[config.mk]
export PLATFORM = sky130hd
export DESIGN_NAME = rcf_top
export DESIGN_NICKNAME = d
export VERILOG_FILES = /design/src/logic/rcf_pkg.sv /design/src/logic/rcf_top.sv /design/src/logic/rcf_axil_slave.sv
export SDC_FILE = /design/constraint.sdc
export NUM_CORES = 1
export LEC_CHECK = 0
export BUFFER_PORTS_ARGS = -buffer_cell sky130_fd_sc_hd__buf_2
export CAP_MARGIN = 10
export CELL_PAD_IN_SITES_DETAIL_PLACEMENT = 2
export CELL_PAD_IN_SITES_GLOBAL_PLACEMENT = 2
export CORE_ASPECT_RATIO = 1.5
export CORE_MARGIN = 2
export CORE_UTILIZATION = 34
export CTS_BUF_LIST = sky130_fd_sc_hd__clkbuf_4 sky130_fd_sc_hd__clkbuf_8 sky130_fd_sc_hd__clkbuf_16
export DETAILED_ROUTE_END_ITERATION = 10
export GPL_ROUTABILITY_DRIVEN = 0
export PLACE_DENSITY = 0.91
export RECOVER_POWER = 50
export SYNTH_ARGS = -nofsm -noshare
export SYNTH_HDL_FRONTEND = slang
export SYNTH_SLANG_ARGS = --single-unit
export TNS_END_PERCENT = 50
[constraint.sdc]
create_clock -name I_MCLK -period 4.05 [get_ports I_MCLK]
set_input_delay 0.405 -clock I_MCLK [delete_from_list [all_inputs] [get_ports I_MCLK]]
set_output_delay 0.405 -clock I_MCLK [all_outputs]
set_load 0.03 [all_outputs]
[src/logic/rcf_pkg.sv]
`default_nettype none
package rcf_pkg;
  localparam int unsigned ADDR_W = 4;
  // Register byte addresses
  localparam logic [ADDR_W-1:0] RESET_CAUSE_CONTROL_ADDR = 4'h0;
  localparam logic [ADDR_W-1:0] INTERRUPT_FLAG_STATUS_THREE_ADDR = 4'h4;
  localparam logic [ADDR_W-1:0] IRQ_STATUS_ADDR = 4'h8;
  localparam logic [ADDR_W-1:0] IRQ_MASK_ADDR = 4'hc;

  // Reset cause control field positions
  localparam int unsigned POS_POR = 0;
  localparam int unsigned POS_BOR = 1;
  localparam int unsigned POS_IDLE = 2;
  localparam int unsigned POS_SLEEP = 3;
  localparam int unsigned POS_WATCHDOG_TIMEOUT_FLAG = 4;
  localparam int unsigned POS_WDT_SOFT = 5;
  localparam int unsigned POS_SWR = 6;
  localparam int unsigned POS_PIN = 7;
  localparam int unsigned POS_REGULATOR_SLEEP_STANDBY = 8;
  localparam int unsigned POS_CM = 9;
  localparam int unsigned POS_IOPUWR = 14;
  localparam int unsigned POS_TRAPR = 15;
  localparam logic [15:0] RCC_IMPL_MASK = 16'hc3ff;
  localparam logic [15:0] RCC_RESET = 16'h0003;

  // Interrupt flag status three
  localparam int unsigned POS_PWM_MATCH = 9;
  localparam logic [15:0] INTERRUPT_FLAG_STATUS_THREE_IMPL_MASK = 16'h0200;
  localparam logic [15:0] INTERRUPT_FLAG_STATUS_THREE_RESET = 16'h0000;

  // Interrupt status/mask layout
  localparam int unsigned N_EVT = 3;
  localparam int unsigned EVT_PIN = 0;
  localparam int unsigned EVT_SWR = 1;
  localparam int unsigned EVT_PWM = 2;
  localparam logic [N_EVT-1:0] EVT_ZERO = 3'h0;

  localparam logic [1:0] RESP_OKAY = 2'h0;
  localparam logic [1:0] RESP_SLVERR = 2'h2;

  // Hardware event inputs that set flags
  typedef struct packed {
    logic pin_reset;
    logic soft_reset;
    logic wdt_timeout;
    logic woke_sleep;
    logic woke_idle;
    logic pwm_match;
  } rcf_evt_t;
endpackage
`default_nettype wire

[src/logic/rcf_top.sv]
// The register addresses and register access over AXI4-Lite are this design's own decisions.
`default_nettype none
// What this block does
// - Pin reset sets the pin reset flag
// - Soft bit enables watchdog; fuse forces on
// - PWM match request sets its flag
// - PWM flag reads back, writable, resets zero
// - Unused flag-register bits ignore writes, read zero
module rcf_top
  import rcf_pkg::*;
(
  input  wire logic                  I_MCLK,
  input  wire logic                  I_NRST,
  input  wire rcf_pkg::rcf_evt_t     I_EVT,
  input  wire logic                  I_WDT_FUSE_EN,
  output logic                       O_WDT_EN,
  output logic                       O_IRQ,
  input  wire logic [rcf_pkg::ADDR_W-1:0] I_AWADDR,
  input  wire logic                  I_AWVALID,
  output logic                       O_AWREADY,
  input  wire logic [31:0]           I_WDATA,
  input  wire logic [3:0]            I_WSTRB,
  input  wire logic                  I_WVALID,
  output logic                       O_WREADY,
  output logic [1:0]                 O_BRESP,
  output logic                       O_BVALID,
  input  wire logic                  I_BREADY,
  input  wire logic [rcf_pkg::ADDR_W-1:0] I_ARADDR,
  input  wire logic                  I_ARVALID,
  output logic                       O_ARREADY,
  output logic [1:0]                 O_RRESP,
  output logic [31:0]                O_RDATA,
  output logic                       O_RVALID,
  input  wire logic                  I_RREADY
);
  import rcf_pkg::*;

  logic              wr_en;
  logic [ADDR_W-1:0] wr_addr;
  logic [31:0]       wr_data;
  logic [3:0]        wr_strb;
  logic              wr_ok;
  logic [ADDR_W-1:0] rd_addr;
  logic [31:0]       rd_data;
  logic              rd_ok;
  logic [15:0]       reset_cause_control;
  logic [15:0]       interrupt_flag_status_three;
  wire  [N_EVT-1:0]  irq_status;
  wire  [N_EVT-1:0]  irq_mask;
  logic [15:0]       wmask;
  logic [15:0]       next_rcc;
  logic [15:0]       next_interrupt_flag_status_three;
  wire  [N_EVT-1:0]  evt_vec;
  logic              aw_ready;
  logic              w_ready;
  logic              ar_ready;
  logic [15:0]       rcc_set;
  logic              rcc_wr;
  logic              interrupt_flag_status_three_wr;
  logic              sts_wr;
  logic              msk_wr;

  // Readies are decoded from slave flops, so they never wait on a valid
  rcf_axil_slave rcf_axil_slave_inst (
    .i_clk     (I_MCLK),
    .i_nrst    (I_NRST),
    .i_awaddr  (I_AWADDR),
    .i_awvalid (I_AWVALID),
    .o_awready (aw_ready),
    .i_wdata   (I_WDATA),
    .i_wstrb   (I_WSTRB),
    .i_wvalid  (I_WVALID),
    .o_wready  (w_ready),
    .o_bresp   (O_BRESP),
    .o_bvalid  (O_BVALID),
    .i_bready  (I_BREADY),
    .i_araddr  (I_ARADDR),
    .i_arvalid (I_ARVALID),
    .o_arready (ar_ready),
    .o_rresp   (O_RRESP),
    .o_rdata   (O_RDATA),
    .o_rvalid  (O_RVALID),
    .i_rready  (I_RREADY),
    .o_wr_en   (wr_en),
    .o_wr_addr (wr_addr),
    .o_wr_data (wr_data),
    .o_wr_strb (wr_strb),
    .i_wr_ok   (wr_ok),
    .o_rd_addr (rd_addr),
    .i_rd_data (rd_data),
    .i_rd_ok   (rd_ok)
  );
  // Readies derive from flops only (held flags and valid outputs)
  assign O_AWREADY = aw_ready;
  assign O_WREADY  = w_ready;
  assign O_ARREADY = ar_ready;

  assign wmask = {{8{wr_strb[1]}}, {8{wr_strb[0]}}};

  assign wr_ok = (wr_addr == RESET_CAUSE_CONTROL_ADDR)
              || (wr_addr == INTERRUPT_FLAG_STATUS_THREE_ADDR)
              || (wr_addr == IRQ_STATUS_ADDR)
              || (wr_addr == IRQ_MASK_ADDR);
  assign rd_ok = (rd_addr == RESET_CAUSE_CONTROL_ADDR)
              || (rd_addr == INTERRUPT_FLAG_STATUS_THREE_ADDR)
              || (rd_addr == IRQ_STATUS_ADDR)
              || (rd_addr == IRQ_MASK_ADDR);

  always_comb begin
    rd_data = '0;
    case (rd_addr)
      RESET_CAUSE_CONTROL_ADDR: rd_data[15:0] = reset_cause_control;
      INTERRUPT_FLAG_STATUS_THREE_ADDR:
        rd_data[15:0] = interrupt_flag_status_three;
      IRQ_STATUS_ADDR: rd_data[N_EVT-1:0] = irq_status;
      IRQ_MASK_ADDR: rd_data[N_EVT-1:0] = irq_mask;
      default: rd_data = '0;
    endcase
  end

  assign rcc_wr  = wr_en && (wr_addr == RESET_CAUSE_CONTROL_ADDR);
  assign interrupt_flag_status_three_wr = wr_en && (wr_addr == INTERRUPT_FLAG_STATUS_THREE_ADDR);
  assign sts_wr  = wr_en && (wr_addr == IRQ_STATUS_ADDR) && wr_strb[0];
  assign msk_wr  = wr_en && (wr_addr == IRQ_MASK_ADDR) && wr_strb[0];

  // Hardware causes gathered in one vector so they can be ORed in last
  always_comb begin
    rcc_set            = '0;
    rcc_set[POS_PIN]   = I_EVT.pin_reset;
    rcc_set[POS_SWR]   = I_EVT.soft_reset;
    rcc_set[POS_WATCHDOG_TIMEOUT_FLAG]  = I_EVT.wdt_timeout;
    rcc_set[POS_SLEEP] = I_EVT.woke_sleep;
    rcc_set[POS_IDLE]  = I_EVT.woke_idle;
  end

  // Hardware events are applied after the software write so a set wins
  always_comb begin
    next_rcc = reset_cause_control;
    if (rcc_wr) begin
      // Plain store, no reset is requested from here
      next_rcc = (reset_cause_control & ~wmask)
               | (wr_data[15:0] & wmask & RCC_IMPL_MASK);
    end
    next_rcc = next_rcc | rcc_set;
  end

  // Only the match flag is stored; writes to other positions fall away
  always_comb begin
    next_interrupt_flag_status_three = interrupt_flag_status_three;
    if (interrupt_flag_status_three_wr) begin
      next_interrupt_flag_status_three = (interrupt_flag_status_three & ~wmask)
                | (wr_data[15:0] & wmask & INTERRUPT_FLAG_STATUS_THREE_IMPL_MASK);
    end
    if (I_EVT.pwm_match) next_interrupt_flag_status_three[POS_PWM_MATCH] = 1'b1;
  end

  always_ff @(posedge I_MCLK or negedge I_NRST) begin
    if (!I_NRST) begin
      reset_cause_control <= RCC_RESET;
    end else begin
      reset_cause_control <= next_rcc;
    end
  end

  always_ff @(posedge I_MCLK or negedge I_NRST) begin
    if (!I_NRST) begin
      interrupt_flag_status_three <= INTERRUPT_FLAG_STATUS_THREE_RESET;
    end else begin
      interrupt_flag_status_three <= next_interrupt_flag_status_three & INTERRUPT_FLAG_STATUS_THREE_IMPL_MASK;
    end
  end

  assign evt_vec[EVT_PIN] = I_EVT.pin_reset;
  assign evt_vec[EVT_SWR] = I_EVT.soft_reset;
  assign evt_vec[EVT_PWM] = I_EVT.pwm_match;

  // Sticky status, write one to clear; a new event beats the clear
  // One status flop and one mask flop per event, built alike
  for (genvar e = 0; e < N_EVT; e++) begin : g_evt
    logic sts_q;
    logic msk_q;

    always_ff @(posedge I_MCLK or negedge I_NRST) begin
      if (!I_NRST) begin
        sts_q <= EVT_ZERO[e];
      end else if (evt_vec[e]) begin
        sts_q <= 1'b1;
      end else if (sts_wr && wr_data[e]) begin
        sts_q <= 1'b0;
      end
    end

    always_ff @(posedge I_MCLK or negedge I_NRST) begin
      if (!I_NRST) begin
        msk_q <= EVT_ZERO[e];
      end else if (msk_wr) begin
        msk_q <= wr_data[e];
      end
    end

    // Bits meet on nets, so each one keeps a single driver
    assign irq_status[e] = sts_q;
    assign irq_mask[e]   = msk_q;
  end

  // Level interrupt, one cycle behind the status and mask flops
  always_ff @(posedge I_MCLK or negedge I_NRST) begin
    if (!I_NRST) begin
      O_IRQ <= 1'b0;
    end else begin
      O_IRQ <= |(irq_status & irq_mask);
    end
  end

  // Fuse is ORed in here so software can never switch the watchdog off while the fuse is set
  always_ff @(posedge I_MCLK or negedge I_NRST) begin
    if (!I_NRST) begin
      O_WDT_EN <= 1'b0;
    end else begin
      O_WDT_EN <= reset_cause_control[POS_WDT_SOFT]
                  || I_WDT_FUSE_EN;
    end
  end
endmodule
`default_nettype wire

[src/logic/rcf_axil_slave.sv]
`default_nettype none
module rcf_axil_slave
  import rcf_pkg::*;
(
  input  wire logic              i_clk,
  input  wire logic              i_nrst,
  input  wire logic [ADDR_W-1:0] i_awaddr,
  input  wire logic              i_awvalid,
  output logic                   o_awready,
  input  wire logic [31:0]       i_wdata,
  input  wire logic [3:0]        i_wstrb,
  input  wire logic              i_wvalid,
  output logic                   o_wready,
  output logic [1:0]             o_bresp,
  output logic                   o_bvalid,
  input  wire logic              i_bready,
  input  wire logic [ADDR_W-1:0] i_araddr,
  input  wire logic              i_arvalid,
  output logic                   o_arready,
  output logic [1:0]             o_rresp,
  output logic [31:0]            o_rdata,
  output logic                   o_rvalid,
  input  wire logic              i_rready,
  output logic                   o_wr_en,
  output logic [ADDR_W-1:0]      o_wr_addr,
  output logic [31:0]            o_wr_data,
  output logic [3:0]             o_wr_strb,
  input  wire logic              i_wr_ok,
  output logic [ADDR_W-1:0]      o_rd_addr,
  input  wire logic [31:0]       i_rd_data,
  input  wire logic              i_rd_ok
);
  logic              aw_held;
  logic              w_held;
  logic [ADDR_W-1:0] aw_addr_q;
  logic [31:0]       w_data_q;
  logic [3:0]        w_strb_q;

  assign o_awready = !aw_held && !o_bvalid;
  assign o_wready  = !w_held && !o_bvalid;
  assign o_arready = !o_rvalid;
  assign o_rd_addr = i_araddr;
  assign o_wr_en = (aw_held || i_awvalid) && (w_held || i_wvalid)
                   && !o_bvalid;
  // A lone half waits in its flops; the half that completes the pair is
  // used live, so the write lands at the very edge both are taken
  assign o_wr_addr = aw_held ? aw_addr_q : i_awaddr;
  assign o_wr_data = w_held ? w_data_q : i_wdata;
  assign o_wr_strb = w_held ? w_strb_q : i_wstrb;

  // Address and data may arrive in either order; hold each until paired
  always_ff @(posedge i_clk or negedge i_nrst) begin
    if (!i_nrst) begin
      aw_held   <= 1'b0;
      w_held    <= 1'b0;
      aw_addr_q <= '0;
      w_data_q  <= '0;
      w_strb_q  <= '0;
    end else if (o_wr_en) begin
      aw_held <= 1'b0;
      w_held  <= 1'b0;
    end else begin
      if (i_awvalid && o_awready) begin
        aw_held   <= 1'b1;
        aw_addr_q <= i_awaddr;
      end
      if (i_wvalid && o_wready) begin
        w_held   <= 1'b1;
        w_data_q <= i_wdata;
        w_strb_q <= i_wstrb;
      end
    end
  end

  always_ff @(posedge i_clk or negedge i_nrst) begin
    if (!i_nrst) begin
      o_bvalid <= 1'b0;
      o_bresp  <= RESP_OKAY;
    end else if (o_wr_en) begin
      o_bvalid <= 1'b1;
      o_bresp  <= i_wr_ok ? RESP_OKAY : RESP_SLVERR;
    end else if (i_bready) begin
      o_bvalid <= 1'b0;
    end
  end

  always_ff @(posedge i_clk or negedge i_nrst) begin
    if (!i_nrst) begin
      o_rvalid <= 1'b0;
      o_rdata  <= '0;
      o_rresp  <= RESP_OKAY;
    end else if (i_arvalid && o_arready) begin
      o_rvalid <= 1'b1;
      o_rdata  <= i_rd_data;
      o_rresp  <= i_rd_ok ? RESP_OKAY : RESP_SLVERR;
    end else if (i_rready) begin
      o_rvalid <= 1'b0;
    end
  end
endmodule
`default_nettype wire

== Word-level counts from Yosys, hierarchy flattened ==
Cells that the tools add are included.
Storage, ports and cells
  bits in registers: 71
  input port bits: 58
  output and inout port bits: 43
  word-level logic and storage cells: 101
Operators by class
  equality and inequality tests: 6
  multiplexer cells: 24
  bitwise logic cells: 9
  reduce and logical (&&, ||, !) cells: 42
Operators with widths (count)
  bitwise AND 16 bit: 2
  two-way mux 16 bit: 2
  one-hot mux 13 bit (2 select lines): 1
  equality test 4 bit (second input constant): 4
  logical AND 1 bit: 16
  inverter 16 bit: 1
  OR 16 bit: 1
  OR 16 x 8 -> 16 bit: 1
  nonzero test 2 bit: 8
  two-way mux 1 bit: 15
  bitwise AND 10 bit: 1
  two-way mux 10 bit: 1
  OR 10 bit: 1
  logical OR 1 bit: 9
  one-hot mux 3 bit (3 select lines): 1
  equality test 4 x 3 -> 1 bit (second input constant): 2
  zero test 4 bit: 2
  two-way mux 2 bit: 3
  zero test 1 bit: 4
  two-way mux 4 bit: 1
  AND reduction 2 bit: 2
  bitwise AND 3 bit: 1
  OR reduction 3 bit: 1
  inverter 1 bit: 1

== Longest topological paths before layout ==
  depth in word-level cells: 8
  mapped depth: 6
  depth with buffers taken out: 4

== Modules after synthesis ==
Synthesis repeated with hierarchy kept, for this count alone.
Unflattened totals
  cell total of the unflattened synthesis: 340
  area total of the unflattened synthesis: 4823.4 um^2
Modules (own cells, without submodules)
  rcf_axil_slave: instances 1, cells an instance 232, area each 3599.7 um^2, seq. area each 1951.9 um^2
  rcf_top: instances 1, cells an instance 108, area each 1223.7 um^2, seq. area each 628.1 um^2

== Worst setup path before layout ==
OpenSTA, ideal clock, no wires.
  path kind: reg2reg
  start point: register rcf_axil_slave_inst.aw_held
  end point: register with a tool-made name
  library setup time: 125 ps
  arrival: 1870 ps
  required time: 3925 ps
  path slack: 2055 ps
  stages on the path, launching flop included: 5
  path buffers: 1
  clock period less this slack: 1995 ps
  cells stage by stage: dfrtp_1 > buf_6 > or4_4 > a211oi_4 > mux2_4
RTL lines
  start, declared: RTL line rcf_axil_slave.sv:33  | logic aw_held;
  start signal, assigned: RTL line rcf_axil_slave.sv:54  | aw_held <= 1'b0;
  start signal, assigned: RTL line rcf_axil_slave.sv:60  | aw_held <= 1'b0;
  start signal, assigned: RTL line rcf_axil_slave.sv:64  | aw_held <= 1'b1;

== Worst setup path after layout ==
  start point: register rcf_axil_slave_inst.w_held
  end point: register g_evt[2].sts_q
On the way
  longest elaborated chain between the ends: 7
  elaborated cells between the ends (all ways): 9
  those cells by class: 2 x mux; 7 x reduce/logical
Ends and longest elaborated chain
  start, declared: RTL line rcf_axil_slave.sv:34  | logic w_held;
  start signal, assigned: RTL line rcf_axil_slave.sv:55  | w_held <= 1'b0;
  start signal, assigned: RTL line rcf_axil_slave.sv:61  | w_held <= 1'b0;
  start signal, assigned: RTL line rcf_axil_slave.sv:68  | w_held <= 1'b1;
  logical OR 1 bit: RTL line rcf_axil_slave.sv:43  | assign o_wr_en = (aw_held || i_awvalid) && (w_held || i_wvalid)
  logical AND 1 bit: RTL line rcf_axil_slave.sv:43
  logical AND 1 bit: RTL line rcf_axil_slave.sv:44  | && !o_bvalid;
  logical AND 1 bit (2 in series): RTL line rcf_top.sv:123  | assign sts_wr = wr_en && (wr_addr == IRQ_STATUS_ADDR) && wr_strb[0];
  logical AND 1 bit (*): RTL line rcf_top.sv:188  | end else if (sts_wr && wr_data[e]) begin
  nonzero test 2 bit (no line) (*)
  end signal, assigned: RTL line rcf_top.sv:185  | sts_q <= EVT_ZERO[e];
  end, declared: RTL line rcf_top.sv:180  | logic sts_q;
Every way passes the cells marked *; elsewhere a longest branch is shown, timed or not.
A chain may end at the register's enable or synchronous reset.

==> reports/metrics.cfg <==
[layout]
final_common_cell = dfrtp_1
final_core_util = 0.427
diodes = 0
layout_common_cells = 63 x dfrtp_1, 47 x buf_2, 36 x mux2_2
drive_gt1_frac = 0.380
area_growth_pct = 21.6
final_nets = 356
fillers = 903
fin_area_um2 = 3590

[grt]
grt-ovfl-total = 0
grt_use_met1 = 0.195
antenna_found_initial = 0
grt_pass1_wl_mm = 12.7
grt.total_usage = 0.184
grt_use_met2 = 0.332
grt_max_degree = 42
top_usage_layer = met2
grt_use_met3 = 0.0412
grt_pass1_vias = 2312

[setup_path]
cp-startpoint = rcf_axil_slave_inst.w_held
start_kind = flip-flop
crit_type = reg2reg
arrival_ns = 2.80
end_kind = flip-flop
reg2reg_depth = 4
worstPathMaxFanout = 22
critPathRequiredTime_ns = 4.21
reg2reg_from = rcf_axil_slave_inst.w_held

[synth]
netlist_area_um2 = 2950
synth.avg_cell_area_um2 = 12.6
ys_types = 34
ys_seq_elements = 65
synth_seq_area_share = 0.551
ys.warnings.count = 0
synthCells = 234

[timing]
worst_slack_ns = 1.41
timing.final.crit_period_ns = 2.64
tns_ns = 0
maxSlewViolCount = 42
period_share = 0.653
max_freq_ghz = 0.378
hold_viol = 0
rsz0062_at_grt = no
setup_violations = 0
clock_skew_ns = 0.00479
whs_ns = 0.261
slew_headroom = -0.505
worst_pin_slew_ns = 2.26

[clocking]
cts_root_buffer = clkbuf_16
cts_tree = yes
cts_resized = 0
path_clk_slew_ns = 0.05
cts_buffers = 9
clkSinkCount = 65
cts_setup_buffers = 0
clk_latency_ns = 0.33
cts.hold.buffers_added = 0
h-tree-depth = 3
ctsLongestPathBuffers = 2

[power_and_ir_drop]
pwr-share-seq = 0.408
p_comb_frac = 0.259
peakVddDrop_uv = 288
p_sw_mw = 0.773
power_per_cell_area_nw_per_um2 = 676
power_frac_clock = 0.333
cell_internal_pwr_mw = 1.66
p_sw_frac = 0.318
p_leak_nw = 1.64

[place]
placed_area_um2 = 3290
dp_hpwl_mm = 5.55
portBuffers = 60
place_ws_ns = 1.42

[min_path]
worstHoldPathCells = 2
min_from = I_RREADY
hold_class = in2reg

[detailed_routing]
drt-total-wl_mm = 7.85
drt-wirelength-per-cell_um = 19.1
vias_per_cell = 4.96
final_antenna_net_count = 0
drc = 0
drt_iter0_drc = 68
drtPass1Iterations = 5
via_count = 2035

[floorplanning]
io_pins = 101
coreArea_um2 = 8410
die_h_um = 118
rows = 41
die_w_um = 80.1
initial_core_util = 0.351
dieArea_um2 = 9470

[run_status]
failed_checks = max-capacitance violations, max-slew violations
status = finished with violations

[flow_run]
cap_violations = 1

## layer usage
layer  vias up  part of all wire
li1        927                 -
met3        11             0.036
met2        56              0.57
met5         -                 0
met1      1041              0.36
met4         0             0.030
## worst paths after layout
| path | to | slack (ns) |
|---|---|---|
| max | g_evt[2].sts_q | 1.41 |
| min | rcf_axil_slave_inst.o_rvalid | 0.26 |
| max reg2reg | g_evt[2].sts_q | 1.41 |
| min reg2reg | rcf_axil_slave_inst.o_rdata[9] | 0.48 |
| max in group asynchronous | async pin | 1.92 |
| min in group asynchronous | rcf_axil_slave_inst.w_data_q[3] | 0.75 |
## logic make-up (layout without fill, tap and decap cells)
group	after synthesis	count (layout)	synth area share
other	1	18	0.00127
AOI/OAI and AO/OA	38	38	0.0987
buffers and inverters	32	84	0.0686
DFF	65	65	0.551
muxes	51	51	0.193
and+or+nand+nor	47	47	0.0868
## cells in the mapped netlist
| cell type | instances | area (um2) |
|---|---|---|
| a31oi_1 | 3 | 18.8 |
| or4b_1 | 1 | 10.0 |
| nand3_2 | 1 | 10.0 |
| buf_6 | 2 | 22.5 |
| o21ba_2 | 1 | 10.0 |
| a222oi_1 | 1 | 10.0 |
| nor3_1 | 3 | 15.0 |
| dfstp_2 | 2 | 52.6 |
| a211oi_4 | 1 | 20.0 |
| mux2i_1 | 12 | 120 |
| nand3b_1 | 3 | 22.5 |
| or2_2 | 3 | 18.8 |
| nor2b_1 | 5 | 31.3 |
| and2_1 | 4 | 25.0 |
| o41ai_1 | 1 | 8.76 |
| mux2_2 | 36 | 405 |
| mux2_4 | 3 | 45.0 |
| buf_4 | 18 | 135 |
| nor2_1 | 18 | 67.6 |
| o21bai_1 | 1 | 7.51 |
| a22o_1 | 12 | 105 |
| or4b_4 | 1 | 13.8 |
| clkbuf_1 | 6 | 22.5 |
| conb_1 | 1 | 3.75 |
| nand2_1 | 5 | 18.8 |
| o21ai_0 | 4 | 20.0 |
| dfrtp_1 | 63 | 1580 |
| a211oi_1 | 5 | 37.5 |
| or4_4 | 1 | 11.3 |
| nor4_1 | 2 | 12.5 |
| a22oi_1 | 3 | 22.5 |
| a21oi_1 | 5 | 25.0 |
| inv_1 | 6 | 22.5 |
| o22ai_1 | 1 | 6.26 |
## area by class of cell
class | instances | area [um2] | area share
sequential | 65 | 1630 | 0.453
tap | 107 | 134 | 0.0373
clock buffer | 14 | 282 | 0.0783
clock inverter | 2 | 35.0 | 0.00975
timing repair buffer | 62 | 299 | 0.0832
multi-input combinational | 154 | 1190 | 0.332
inverter | 6 | 22.5 | 0.00627
## through the flow
stage | cells | power [mW]
global placement | 394 | 1.56
global route | 410 | 2.56
finish | 410 | 2.43
detailed placement | 394 | 1.62
floorplan | 251 | 1.45
CTS | 410 | 2.46
## power by group through the flow
stage	sequential (mW)	combinational [mW]	clock, mW
floorplan	0.978	0.471	0
CTS	0.992	0.645	0.826
global placement	0.975	0.589	0
detailed placement	0.996	0.626	0
finish	0.991	0.629	0.810
global route	1.02	0.680	0.862
## worst max-delay path: stages, from the launching register on
cell,delay [ns]
dfrtp_1,0.91
nor2_1,0.26
nand3b_1,0.31
nor4_1,0.79
a21oi_1,0.19
No activity file was read; power rests on OpenSTA's default activity.
